[src/common/adc_seq_pkg.sv]
package adc_seq_pkg;
	// ------------------------------------------------------------
	// Register indices and byte addresses
	// ------------------------------------------------------------
	localparam logic [4:0] IDX_RESULT_LOW  = 5'h04;
	localparam logic [4:0] IDX_RESULT_HIGH = 5'h05;
	localparam logic [4:0] IDX_CTRL_STATUS = 5'h06;
	localparam logic [4:0] IDX_CHAN_SEL    = 5'h07;
	localparam int         ADDR_W          = 7;
	localparam logic [6:0] ADDR_RESULT_LOW  = {IDX_RESULT_LOW, 2'b00};
	localparam logic [6:0] ADDR_RESULT_HIGH = {IDX_RESULT_HIGH, 2'b00};
	localparam logic [6:0] ADDR_CTRL_STATUS = {IDX_CTRL_STATUS, 2'b00};
	localparam logic [6:0] ADDR_CHAN_SEL    = {IDX_CHAN_SEL, 2'b00};

	// ------------------------------------------------------------
	// Control/status field positions and reset values
	// ------------------------------------------------------------
	localparam int         BIT_ON       = 7;
	localparam int         BIT_GO       = 6;
	localparam int         BIT_FREE     = 5;
	localparam int         BIT_FLAG     = 4;
	localparam int         BIT_IRQ_EN   = 3;
	localparam int         DIV_MSB      = 2;
	localparam int         CHAN_MSB     = 2;
	localparam logic [7:0] CSR_RESET    = 8'h00;
	localparam logic [2:0] CHAN_RESET   = 3'h0;

	// ------------------------------------------------------------
	// Conversion lengths in converter clock ticks
	// ------------------------------------------------------------
	localparam logic [4:0] LEN_FIRST  = 5'h19;  // 25 with the dummy pass
	localparam logic [4:0] LEN_SINGLE = 5'h0E;  // 14
	localparam logic [4:0] LEN_FREE   = 5'h0D;  // 13
	localparam int         RES_W      = 10;

	// Signals towards the analog converter core
	typedef struct packed {
		logic       on;
		logic       busy;
		logic       dummy;
		logic       tick;
		logic [2:0] chan;
	} core_ctl_t;
endpackage

[src/adc_conversion_sequencer.sv]
// Notes on behaviour
// - single or free-running mode by select bit
// - enable bit powers converter on and off
// - clearing enable aborts running conversion
// - first conversion after enable takes 25 ticks
// - dummy also when start and enable together
// - start bit reads one while converting
// - start bit holds through dummy and real
// - writing zero to start does nothing
// - channel change waits for conversion end
// - reading low byte locks result registers
// - completion while locked discards result
// - reading high byte releases the lock
// - done flag set even when result discarded
// - free running: 13 ticks, auto restart
// - single conversion takes 14 ticks
// - idle entry starts a conversion
// - idle conversion completion raises interrupt
// - channel field picks input 0 to 7
// - upper channel register bits read zero
// - done flag set, cleared by vector or one
// - clearing free-run bit ends free running
// - prescaler 2,2,4,...,128 from code
// - interrupt needs enable and global enable
module adc_conversion_sequencer
	import adc_seq_pkg::*;
(
	input  wire logic                   clk,
	input  wire logic                   rst,
	input  wire logic                   clk_en,
	input  wire logic [ADDR_W-1:0]      avs_address,
	input  wire logic                   avs_read,
	input  wire logic                   avs_write,
	input  wire logic [31:0]            avs_writedata,
	output logic      [31:0]            avs_readdata,
	output logic                        avs_waitrequest,
	input  wire logic [RES_W-1:0]       core_result,
	output core_ctl_t                   core_ctl,
	input  wire logic                   cpu_idle,
	input  wire logic                   global_irq_en,
	input  wire logic                   irq_vector_ack,
	output logic                        conv_irq
);

	// ------------------------------------------------------------
	// Bus slave: one wait cycle on every access
	// ------------------------------------------------------------
	logic        ack_r;
	logic        ack_nxt;
	logic [31:0] rdata_r;
	logic [31:0] rdata_nxt;
	logic        acc_first;
	logic        wr_done;
	logic        rd_first;

	assign avs_waitrequest = (avs_read | avs_write) & ~ack_r;
	assign acc_first       = (avs_read | avs_write) & ~ack_r;
	assign wr_done         = avs_write & ack_r;
	assign rd_first        = avs_read & ~ack_r;
	assign avs_readdata    = rdata_r;

	// ------------------------------------------------------------
	// Register and sequencer state
	// ------------------------------------------------------------
	logic                 on_r, on_nxt;
	logic                 busy_r, busy_nxt;
	logic                 free_r, free_nxt;
	logic                 flag_r, flag_nxt;
	logic                 ie_r, ie_nxt;
	logic [DIV_MSB:0]     div_r, div_nxt;
	logic [CHAN_MSB:0]    chan_r, chan_nxt;
	logic [CHAN_MSB:0]    act_chan_r, act_chan_nxt;
	logic                 dummy_pend_r, dummy_pend_nxt;
	logic                 dummy_run_r, dummy_run_nxt;
	logic                 lock_r, lock_nxt;
	logic [RES_W-1:0]     result_r, result_nxt;
	logic [4:0]           cnt_r, cnt_nxt;
	logic [6:0]           pre_r, pre_nxt;
	logic                 tick_r, tick_nxt;
	logic                 idle_d_r;

	// Decoded bus events
	logic wr_csr, wr_chan, rd_low, rd_high;
	logic start_sw, start_idle, start_any, done, abort;
	logic [6:0] pre_top;

	assign wr_csr  = wr_done && (avs_address == ADDR_CTRL_STATUS);
	assign wr_chan = wr_done && (avs_address == ADDR_CHAN_SEL);
	assign rd_low  = rd_first && (avs_address == ADDR_RESULT_LOW);
	assign rd_high = rd_first && (avs_address == ADDR_RESULT_HIGH);

	// divisor mask, codes 0 and 1 both halve
	assign pre_top = (div_r == 3'h0) ? 7'h01 : 7'((8'h01 << div_r) - 8'h01);

	// disabling drops any conversion at once
	assign abort = wr_csr && !avs_writedata[BIT_ON];
	// only a written one starts; a zero is ignored
	assign start_sw = wr_csr && avs_writedata[BIT_ON] && avs_writedata[BIT_GO] && !busy_r;
	// idle entry while set up starts a conversion
	assign start_idle = cpu_idle && !idle_d_r && on_r && !busy_r && !free_r && ie_r;
	assign start_any  = start_sw || (start_idle && !wr_csr);
	assign done       = busy_r && tick_r && (cnt_r == 5'h01) && !abort;

	// ------------------------------------------------------------
	// Next-state logic for the whole sequencer
	// ------------------------------------------------------------
	always_comb begin
		ack_nxt        = acc_first;
		rdata_nxt      = rdata_r;
		on_nxt         = on_r;
		busy_nxt       = busy_r;
		free_nxt       = free_r;
		flag_nxt       = flag_r;
		ie_nxt         = ie_r;
		div_nxt        = div_r;
		chan_nxt       = chan_r;
		act_chan_nxt   = act_chan_r;
		dummy_pend_nxt = dummy_pend_r;
		dummy_run_nxt  = dummy_run_r;
		lock_nxt       = lock_r;
		result_nxt     = result_r;
		cnt_nxt        = cnt_r;
		pre_nxt        = pre_r;
		tick_nxt       = 1'b0;

		// Prescaler runs only while the converter is powered
		if (on_r) begin
			if (pre_r >= pre_top) begin
				pre_nxt  = 7'h00;
				tick_nxt = 1'b1;
			end else begin
				pre_nxt = pre_r + 7'h01;
			end
		end else begin
			pre_nxt = 7'h00;
		end

		// Read data captured at the first edge, with its side effect
		if (rd_first) begin
			if (avs_address == ADDR_RESULT_LOW) begin
				rdata_nxt = {24'h00_0000, result_r[7:0]};
			end else if (avs_address == ADDR_RESULT_HIGH) begin
				rdata_nxt = {30'h0000_0000, result_r[9:8]};
			end else if (avs_address == ADDR_CTRL_STATUS) begin
				// start bit reflects conversion in progress
				rdata_nxt = {24'h00_0000, on_r, busy_r, free_r, flag_r, ie_r, div_r};
			end else if (avs_address == ADDR_CHAN_SEL) begin
				rdata_nxt = {29'h0000_0000, chan_r};
			end else begin
				rdata_nxt = 32'h0000_0000;
			end
		end

		if (rd_low) begin
			lock_nxt = 1'b1;
		end
		// high byte read lifts the block
		if (rd_high) begin
			lock_nxt = 1'b0;
		end

		// Channel register; converter keeps act_chan
		if (wr_chan) begin
			chan_nxt = avs_writedata[CHAN_MSB:0];
		end

		// Flag clear by vector or by writing one
		if (irq_vector_ack || (wr_csr && avs_writedata[BIT_FLAG])) begin
			flag_nxt = 1'b0;
		end

		if (wr_csr) begin
			on_nxt   = avs_writedata[BIT_ON];
			free_nxt = avs_writedata[BIT_FREE];
			ie_nxt   = avs_writedata[BIT_IRQ_EN];
			div_nxt  = avs_writedata[DIV_MSB:0];
		end

		// Conversion counter
		if (busy_r && tick_r) begin
			cnt_nxt = cnt_r - 5'h01;
			// dummy end leaves the start bit set
			if (dummy_run_r && cnt_r == (LEN_FIRST - LEN_SINGLE + 5'h01)) begin
				dummy_run_nxt = 1'b0;
			end
		end

		if (done) begin
			// flag set on completion, wins over clear
			// also when the result is thrown away
			flag_nxt = 1'b1;
			// locked registers keep the older result
			if (!lock_r && !rd_low) begin
				result_nxt = core_result;
			end
			// free-run select picks restart or stop
			// free running restarts with 13 ticks
			if (free_r && !(wr_csr && !avs_writedata[BIT_FREE])) begin
				cnt_nxt      = LEN_FREE;
				act_chan_nxt = chan_nxt;
			end else begin
				// hardware clears start bit on completion
				busy_nxt = 1'b0;
			end
		end

		if (start_any) begin
			busy_nxt     = 1'b1;
			act_chan_nxt = chan_nxt;
			// first start after enable gets the dummy
			// also when enable and start share a write
			if (dummy_pend_r || !on_r) begin
				cnt_nxt        = LEN_FIRST;
				dummy_run_nxt  = 1'b1;
				dummy_pend_nxt = 1'b0;
			end else begin
				cnt_nxt = LEN_SINGLE;
			end
		end

		// abort and re-arm the dummy pass
		if (abort || !on_r && !start_any) begin
			busy_nxt       = 1'b0;
			dummy_run_nxt  = 1'b0;
			dummy_pend_nxt = 1'b1;
		end
		if (abort) begin
			cnt_nxt = 5'h00;
		end
	end

	// ------------------------------------------------------------
	// Registers, frozen while clk_en is low
	// ------------------------------------------------------------
	// all state clear except dummy_pend_r, which arms the dummy pass; converter off at reset
	always_ff @(posedge clk or posedge rst) begin
		if (rst) begin
			ack_r        <= 1'b0;
			rdata_r      <= 32'h0000_0000;
			on_r         <= CSR_RESET[BIT_ON];
			busy_r       <= CSR_RESET[BIT_GO];
			free_r       <= CSR_RESET[BIT_FREE];
			flag_r       <= CSR_RESET[BIT_FLAG];
			ie_r         <= CSR_RESET[BIT_IRQ_EN];
			div_r        <= CSR_RESET[DIV_MSB:0];
			chan_r       <= CHAN_RESET;
			act_chan_r   <= CHAN_RESET;
			dummy_pend_r <= 1'b1;
			dummy_run_r  <= 1'b0;
			lock_r       <= 1'b0;
			result_r     <= 10'h000;
			cnt_r        <= 5'h00;
			pre_r        <= 7'h00;
			tick_r       <= 1'b0;
			idle_d_r     <= 1'b0;
		end else if (clk_en) begin
			ack_r        <= ack_nxt;
			rdata_r      <= rdata_nxt;
			on_r         <= on_nxt;
			busy_r       <= busy_nxt;
			free_r       <= free_nxt;
			flag_r       <= flag_nxt;
			ie_r         <= ie_nxt;
			div_r        <= div_nxt;
			chan_r       <= chan_nxt;
			act_chan_r   <= act_chan_nxt;
			dummy_pend_r <= dummy_pend_nxt;
			dummy_run_r  <= dummy_run_nxt;
			lock_r       <= lock_nxt;
			result_r     <= result_nxt;
			cnt_r        <= cnt_nxt;
			pre_r        <= pre_nxt;
			tick_r       <= tick_nxt;
			idle_d_r     <= cpu_idle;
		end
	end

	// ------------------------------------------------------------
	// Outputs towards core and CPU
	// ------------------------------------------------------------
	// active channel drives the multiplexer
	assign core_ctl.on    = on_r;
	assign core_ctl.busy  = busy_r;
	assign core_ctl.dummy = dummy_run_r;
	assign core_ctl.tick  = tick_r;
	assign core_ctl.chan  = act_chan_r;
	// gated by local and global enable
	// wakes the CPU after an idle conversion
	assign conv_irq = flag_r && ie_r && global_irq_en;
endmodule

[config.mk]
export PLATFORM = sky130hd
export DESIGN_NAME = adc_conversion_sequencer
export DESIGN_NICKNAME = d
export VERILOG_FILES = /design/src/common/adc_seq_pkg.sv /design/src/adc_conversion_sequencer.sv
export SDC_FILE = /design/constraint.sdc
export NUM_CORES = 1
export LEC_CHECK = 0
export BUFFER_PORTS_ARGS = -buffer_cell sky130_fd_sc_hd__buf_4
export CAP_MARGIN = 20
export CORE_MARGIN = 2
export CORE_UTILIZATION = 25
export DETAILED_ROUTE_END_ITERATION = 6
export PLACE_DENSITY_LB_ADDON = 0.25
export SETUP_SLACK_MARGIN = 0.1
export SKIP_LAST_GASP = 1
export SLEW_MARGIN = 20
export SYNTH_ARGS = -nofsm -noshare
export SYNTH_HDL_FRONTEND = slang
export SYNTH_SLANG_ARGS = --single-unit
[constraint.sdc]
create_clock -name clk -period 2 [get_ports clk]
set_input_delay 0.6 -clock clk [delete_from_list [all_inputs] [get_ports clk]]
set_output_delay 0.6 -clock clk [all_outputs]
set_load 0.03 [all_outputs]
# Yosys cells after proc, flatten, opt, wreduce, memory -nomap -nowiden
# Cells that the tools add are included.
[word_totals] ff_bits=74 latchBits=0 ram_bits=0 rom_bits=0 inputBits=57 output_inout_bits=41 wordCells=127 memories=0
[classes] add_sub_neg=3 multipliers=0 n_div=0 n_lt_le_gt_ge=1 eq_ne=7 shift=1 mux=35 bitwise=5 reduce_logical=57
[ops] op="$mux 5" n=6
[ops] op="$eq 7x5->1 const B" n=4
[ops] op="$logic_and 1x1->1" n=25
[ops] op="$mux 8" n=3
[ops] op="$mux 7" n=3
[ops] op="$mux 1" n=18
[ops] op="$mux 3" n=5
[ops] op="$logic_not 1->1" n=12
[ops] op="$reduce_and 3->1" n=4
[ops] op="$reduce_bool 2->1" n=6
[ops] op="$reduce_and 2->1" n=4
[ops] op="$add 7x1->7 const B" n=1
[ops] op="$ge 7x7->1" n=1
[ops] op="$shl 1x3->7 const A" n=1
[ops] op="$sub 7x1->7 const B" n=1
[ops] op="$eq 5x1->1 const B" n=1
[ops] op="$eq 5x4->1 const B" n=1
[ops] op="$sub 5x1->5 const B" n=1
[ops] op="$logic_or 1x1->1" n=4
[ops] op="$and 1x1->1" n=3
[ops] op="$logic_not 3->1" n=1
[ops] op="$ne 3x2->1 const B" n=1
[ops] op="$reduce_bool 3->1" n=1
[ops] op="$not 1->1" n=1
[ops] op="$or 1x1->1" n=1

# Longest topological paths before layout
# Gate-level depths: netlist (run 1).
[logic_depth] depth_word=13 depth_mapped=7 depth_no_buf=7

# Least setup slack after synthesis (run 1)
# OpenSTA, ideal clock, no wires.
[synth_path] path_type="input to register" from="input avs_address[5]" to="register result_r[0]" setup_time_ps=125 arrival_ps=2336 required_time_ps=1875 setup_slack_ps=-461 stages=7 n_path_buf=2 path_cell_list="or4b_4 -> or2_1 -> buf_6 -> nor3_4 -> a211o_1 -> buf_6 -> mux2_4"
[synth_via] elab_chain_len=6 word_cells_on_any_way=10 cone_classes="eq/ne: 2; reduce/logical: 8"
[synth_rtl] item="start: declaration" line="adc_conversion_sequencer.sv:31" rtl="input wire logic [ADDR_W-1:0] avs_address,"
[synth_rtl] item="$eq 7x5->1" line="adc_conversion_sequencer.sv:87" rtl="assign wr_csr = wr_done && (avs_address == ADDR_CTRL_STATUS);"
[synth_rtl] item="$logic_and 1x1->1" line="adc_conversion_sequencer.sv:87"
[synth_rtl] item="$logic_and 1x1->1" line="adc_conversion_sequencer.sv:96" rtl="assign abort = wr_csr && !avs_writedata[BIT_ON];"
[synth_rtl] item="$logic_not 1->1" line="adc_conversion_sequencer.sv:102" rtl="assign done = busy_r && tick_r && (cnt_r == 5'h01) && !abort;"
[synth_rtl] item="$logic_and 1x1->1" line="adc_conversion_sequencer.sv:102"
[synth_rtl] item="$reduce_and 3->1 (no source line) (*)"
[synth_rtl] item="end signal: assignment" line="adc_conversion_sequencer.sv:270" rtl="result_r <= result_nxt;"
[synth_rtl] item="end: declaration" line="adc_conversion_sequencer.sv:76" rtl="logic [RES_W-1:0] result_r, result_nxt;"
# Every way passes the cells marked *; elsewhere a longest branch is shown, timed or not.
# A chain may end at the register's enable or synchronous reset.

# Final worst setup path (run 1)
[layout_path] from="input avs_address[5]" to="register act_chan_r[0]"
[layout_via] elab_chain_len=8 word_cells_on_any_way=23 cone_classes="eq/ne: 2; mux: 4; reduce/logical: 17"
[layout_rtl] item="$eq 7x5->1" line="adc_conversion_sequencer.sv:87"
[layout_rtl] item="$logic_and 1x1->1" line="adc_conversion_sequencer.sv:87"
[layout_rtl] item="$logic_and 1x1->1 (3 in series)" line="adc_conversion_sequencer.sv:98" rtl="assign start_sw = wr_csr && avs_writedata[BIT_ON] && avs_writedata[BIT_GO] && !busy_r;"
[layout_rtl] item="$logic_or 1x1->1" line="adc_conversion_sequencer.sv:101" rtl="assign start_any = start_sw || (start_idle && !wr_csr);"
[layout_rtl] item="$reduce_bool 2->1 (no source line)"
[layout_rtl] item="$reduce_and 3->1 (no source line)"
[layout_rtl] item="end signal: assignment" line="adc_conversion_sequencer.sv:266" rtl="act_chan_r <= act_chan_nxt;"
[layout_rtl] item="end: declaration" line="adc_conversion_sequencer.sv:72" rtl="logic [CHAN_MSB:0] act_chan_r, act_chan_nxt;"
# Several ways; a longest one is shown, not always the timed one. The select of a mux whose other input is x is not followed.

==> results of run 1 <==
==> synth_stat cells, drive strengths merged, types with 3 or more instances <==
cell type and count:
a21o 6, a21oi 11, a22oi 6, buf 32, clkbuf 5, dfrtp 49
ha 10, inv 9, mux2 28, mux2i 4, nand2 29, nand3 4
nand4 4, nor2 15, nor2b 3, nor3 5, nor4 3, o21ai 19
o221ai 5, o31ai 4
==> worst min path at each step <==
stage / start / end / slack (ns) / cells after the start
after floorplan: dummy_run_r / dummy_run_r / 0.46 / 1
after global placement: lock_r / lock_r / 0.49 / 2
after detailed placement: avs_readdata[1] / avs_readdata[1] / 0.48 / 2
after CTS: rst / act_chan_r[1] / 0.37 / 3
after global routing: rst / pre_r[6] / 0.37 / 3
final: rst / pre_r[6] / 0.35 / 3
==> critical path: cells and delay by family <==
| family | cells | cell delay, ns |
|---|---|---|
| muxes | 2 | 0.59 |
| and+or+nand+nor | 3 | 1.12 |
| buffers and inverters | 1 | 0.09 |
==> stage by stage <==
stage	hold slack, ns	total power, mW	setup TNS (ns)
5_1_grt	0.374	2.71	-5.97
3_5_place_dp	0.483	1.49	-17.08
4_1_cts	0.367	2.63	-4.00
6_report	0.349	2.60	-4.26
3_3_place_gp	0.485	1.49	-16.59
2_1_floorplan	0.457	1.36	-9.32
==> metal layers <==
layer  wire length, um  vias to the layer above
met5                 0                        -
met4                96                        0
met3               398                        7
met2              3340                       79
met1              3390                     1093
li1                  -                     1149
==> registers in the layout, summed over array words and instances, names as in the netlist <==
signal and flops:
result_r 10, avs_readdata 8, pre_r 7, cnt_r 5
act_chan_r 3, chan_r 3, div_r 3, ack_r 1
busy_r 1, dummy_pend_r 1, dummy_run_r 1, flag_r 1
free_r 1, idle_d_r 1, ie_r 1, lock_r 1
on_r 1, tick_r 1
==> cell type report <==
class | count | area [um2] | area share
Tap cell | 143 | 179 | 0.0439
Sequential cell | 50 | 1250 | 0.308
Timing Repair Buffer | 92 | 766 | 0.188
Clock inverter | 3 | 68.8 | 0.0169
Multi-Input combinational cell | 212 | 1650 | 0.404
Clock buffer | 5 | 125 | 0.0307
Inverter | 9 | 33.8 | 0.00829
==> kinds of logic (layout without fill, tap and decap cells) <==
kind of cell / count (synthesis) / in the layout / synth area share
adder cells (fa/ha/maj): 10 / 10 / 0.0423
XOR/XNOR: 4 / 4 / 0.0118
multiplexers: 32 / 32 / 0.133
other: 1 / 24 / 0.00127
flip-flops: 50 / 50 / 0.423
AND/OR/NAND/NOR: 78 / 78 / 0.142
AO/OA/AOI/OAI: 64 / 64 / 0.146
buffers and inverters: 46 / 109 / 0.100
==> power by group <==
group / total [mW] / leakage [nW] / internal [mW] / switching, mW
sequential: 1.08 / 0.666 / 1.05 / 0.0286
combinational: 0.405 / 1.19 / 0.169 / 0.236
clock: 1.12 / 0.0940 / 0.719 / 0.396
total: 2.60 / 1.95 / 1.94 / 0.660
==> timing repair <==
action | in CTS | in global routing
buffers inserted | 2 | 9
hold endpoints to repair | 0 | 0
gates resized for setup | 16 | 20
pin swaps | 5 | 10
setup endpoints to repair | 43 | 46
gates cloned | 1 | 0
==> out/metrics.csv, run 1 <==
metric;value;unit
required;2.18;ns
fillers;1145;
reg2reg_to;result_r[9];
die_w;113;um
r2r_setup_slack;0.02;ns
clock_latency;0.29;ns
grt_overflow;0;
final_cell_mix;buf_4, dfrtp_1, nand2_1;
r2r_start;cnt_r[2];
synth_edf_count;0;
dp_slack;-0.615;ns
yosys_most_used_dff;dfrtp_1;
numCtsBuffers;5;
fin_worst_skew;0.00497;ns
io_pins;98;
yosysWarningCount;0;
syn_inst;285;
critPathMaxFanout;5;
grt_pass1_vias;2316;
ys_types;53;
synth_area_leaders;dfrtp_1, buf_4, mux2_2, mux2_4, ha_1;
power_density;638;nW/um2
final_common_cell;buf_4;
cp_cell_sequence;buf_6 > or4b_4 > or2_4 > nor3_4 > mux2_4 > mux2_4;
slew_viol_final;0;
synthArstFlopShare;1.00;
postPlaceCellArea;3620;um2
clockBufferDepth;2;
dp_cells;495;
cts.sinks;50;
cp_slowest_cell;or4b_4;
nets;437;
vias_per_cell;4.53;
grt_pass1_wl;12.0;mm
synth_top_area_cell;dfrtp_1;
syn_area;2960;um2
worstSetupPathType;in2reg;
ys_ff_latch;50;
grtUsageMet2;0.185;
met3_usage;0.0209;
hold_viol;0;
clkSlewWorstSetupHoldPaths;0.07;ns
cp-start-kind;input port;
p_leak;1.95;nW
postRouteAntennaNets;0;
period_needed;2.21;ns
hold_class;in2async;
fmax;452;MHz
critPathCapture;act_chan_r[0];
hpwl;5.34;mm
drc;0;
drive_above_1_share;0.431;
portBuffers;49;
setup_slack;-0.214;ns
place.gp.congestion;0.794;
diodes;0;
fin_cells;514;
endpoint_kind;register;
r2r_cells;6;
cap_violations;0;
finish.instance_area;4080;um2
die_h;113;um
start_util;0.258;
gr-usage-met1;0.162;
syn_avg_cell_area;10.4;um2
routedWlPerCell;14.1;um
h-tree-depth;2;
arrival;2.39;ns
rows;39;
grt_start_max_net_pins;51;
setup_violations;27;
grt_busiest_layer;met2;
status;complete, but fails checks;
max_stage_delay;0.58;ns
ys_seq_area_frac;0.423;
rsz0062_at_grt;yes;
violations;negative setup slack;
core-area;11500;um2
die_area;12700;um2
min_period_over_period;1.11;
crit_start;avs_address[5];
cts_tree;yes;
crit_top_cell;mux2_4;
antenna_found_initial;0;
ctsHoldBuffers;0;
syn_to_final_growth;37.7;%
clockRootBuffer;clkbuf_16;
first_pass_iters;4;
drtIter0Drc;47;
vias;2328;
final_util;0.355;
ir_drop;0.414;mV
synth_top_area_frac;0.414;
grt.total_usage;0.116;
drt-total-wl;7.23;mm
(Power assumes the default switching activity.)
==> inputs of run 2 (changes only) <==
- SKIP_CTS_REPAIR_TIMING: unset -> 1
==> out/metrics.csv, run 2 (same netlist as run 1, synthesis figures left out) <==
metric;value;unit;change
status;complete, but fails checks;;
violations;negative setup slack;;
r2r_start;div_r[2];;
drt-total-wl;7.03;mm;-2.7%
h-tree-depth;2;;unchanged
switching_share;0.251;;-0.00263
hold_class;in2async;;
worstSetupPathType;in2reg;;
dp_cells;495;;unchanged
power;2.59;mW;-0.49%
first_pass_iters;4;;unchanged
rsz0062_at_grt;yes;;
cts.sinks;50;;unchanged
p_seq_frac;0.417;;+0.002
fin_cells;510;;-0.78%
grt_pass1_vias;2312;;-0.17%
grt.total_usage;0.115;;-0.00170
grt_start_max_net_pins;51;;unchanged
postRouteAntennaNets;0;;unchanged
critPathMaxFanout;5;;unchanged
cp_cell_sequence;buf_6 > or4b_4 > or2_4 > nor3_4 > mux2_4 > mux2_4;;
syn_to_final_growth;34.2;%;
ir_drop;0.431;mV;+4.0%
setup_violations;26;;-3.7%
grt_pass1_wl;11.9;mm;-1.2%
cp-start-kind;input port;;
final_cell_mix;buf_4, dfrtp_1, nand2_1;;
r2r_setup_slack;0.04;ns;+0.02 ns
vias;2312;;-0.69%
die_area;12700;um2;unchanged
power_frac_comb;0.156;;about the same
critPathBufInv;1;;unchanged
clockRootBuffer;clkbuf_16;;
fin_worst_skew;0.00365;ns;-0.00132 ns
fillers;1148;;+0.26%
clock_latency;0.29;ns;about the same
fmax;439;MHz;-2.9%
diodes;0;;unchanged
vias_per_cell;4.53;;about the same
core-area;11500;um2;unchanged
final_common_cell;buf_4;;
setup_slack;-0.280;ns;-0.0659 ns
die_h;113;um;unchanged
io_pins;98;;unchanged
p_leak;1.91;nW;-2.1%
ff_latch_area;1250;um2;-0.20%
cts_tree;yes;;
portBuffers;49;;unchanged
crit_top_cell;mux2_4;;
drtIter0Drc;78;;+66%
max_stage_delay;0.58;ns;about the same
dp_slack;-0.615;ns;unchanged
cap_violations;0;;unchanged
rows;39;;unchanged
clockBufferDepth;2;;unchanged
nets;433;;-0.92%
routedWlPerCell;13.8;um;-1.9%
largest_reg_flops;10;;unchanged
start_util;0.258;;unchanged
arrival;2.45;ns;+0.06 ns
drive_above_1_share;0.401;;-0.0307
drc;0;;unchanged
clkSlewWorstSetupHoldPaths;0.07;ns;about the same
antenna_found_initial;0;;unchanged
min_period_over_period;1.14;;+0.0329
slew_viol_final;0;;unchanged
die_w;113;um;unchanged
multi_input_area;1610;um2;-2.4%
endpoint_kind;register;;
period_needed;2.28;ns;+0.0659 ns
place.gp.congestion;0.794;;unchanged
power_density;651;nW/um2;+2.1%
cp_slowest_cell;or4b_4;;
final_util;0.346;;-0.00906
r2r_cells;7;;+1
internal-power;1.94;mW;-0.14%
required;2.17;ns;about the same
numCtsBuffers;5;;unchanged
switchingPower;650;uW;-1.5%
pwr-share-clk;0.428;;about the same
hpwl;5.34;mm;unchanged
hold_viol;0;;unchanged
reg2reg_to;pre_r[3];;
largest_register;result_r;;
crit_family;simple AND/OR/NAND/NOR gates;;
grt_overflow;0;;unchanged
## run 2: changes by cell type in the layout (fill, tap and decap cells not counted), sizes merged
cell / delta
buf: -4
## run 2: how the worst max path moves through the flow
stage	endpoint	from	cells past startpoint	slack, ns
after floorplan	result_r[0]	avs_address[5]	7	-0.46
after global placement	act_chan_r[1]	avs_address[5]	6	-0.59
after detailed placement	act_chan_r[1]	avs_address[5]	6	-0.61
after CTS	act_chan_r[1]	avs_address[5]	6	-0.30
after global routing	act_chan_r[1]	avs_address[5]	6	-0.32
final	act_chan_r[2]	avs_address[5]	6	-0.28
## run 2: layout make-up
class / instances / share of cell area
clock buffers: 5 / 0.0315
clock inverters: 3 / 0.0173
inverters: 9 / 0.00851
multi-input cells: 212 / 0.405
flip-flops and latches: 50 / 0.315
well taps: 143 / 0.0451
repair buffers: 88 / 0.177
## run 2: power by group through the flow
stage,clock network [mW],logic [mW],registers [mW]
2_1_floorplan,0,0.262,1.10
6_report,1.11,0.402,1.08
3_5_place_dp,0,0.394,1.10
5_1_grt,1.18,0.443,1.08
4_1_cts,1.15,0.396,1.08
3_3_place_gp,0,0.392,1.10
## run 2: worst register-to-register path, stage by stage, from the launching register on
cell and delay [ns]:
dfrtp_1 0.48, nand3_1 0.11, ha_1 0.32, a41o_1 0.24
a21oi_1 0.16, o211ai_1 0.20, and2_1 0.25, nor2_1 0.11
## run 2: metal layers
layer	wire length, um	GRT usage
met5	0	0
met4	104	0.0341
met3	400	0.0204
met2	3240	0.182
met1	3290	0.160
## run 2: metrics by stage
step / hold WS, ns / instance area, um2 / setup TNS (ns)
3_5_place_dp: 0.483 / 3620 / -17.08
6_report: 0.353 / 3970 / -4.86
3_3_place_gp: 0.485 / 3620 / -16.59
5_1_grt: 0.375 / 3970 / -6.77
4_1_cts: 0.367 / 3820 / -5.74
2_1_floorplan: 0.457 / 3080 / -9.32
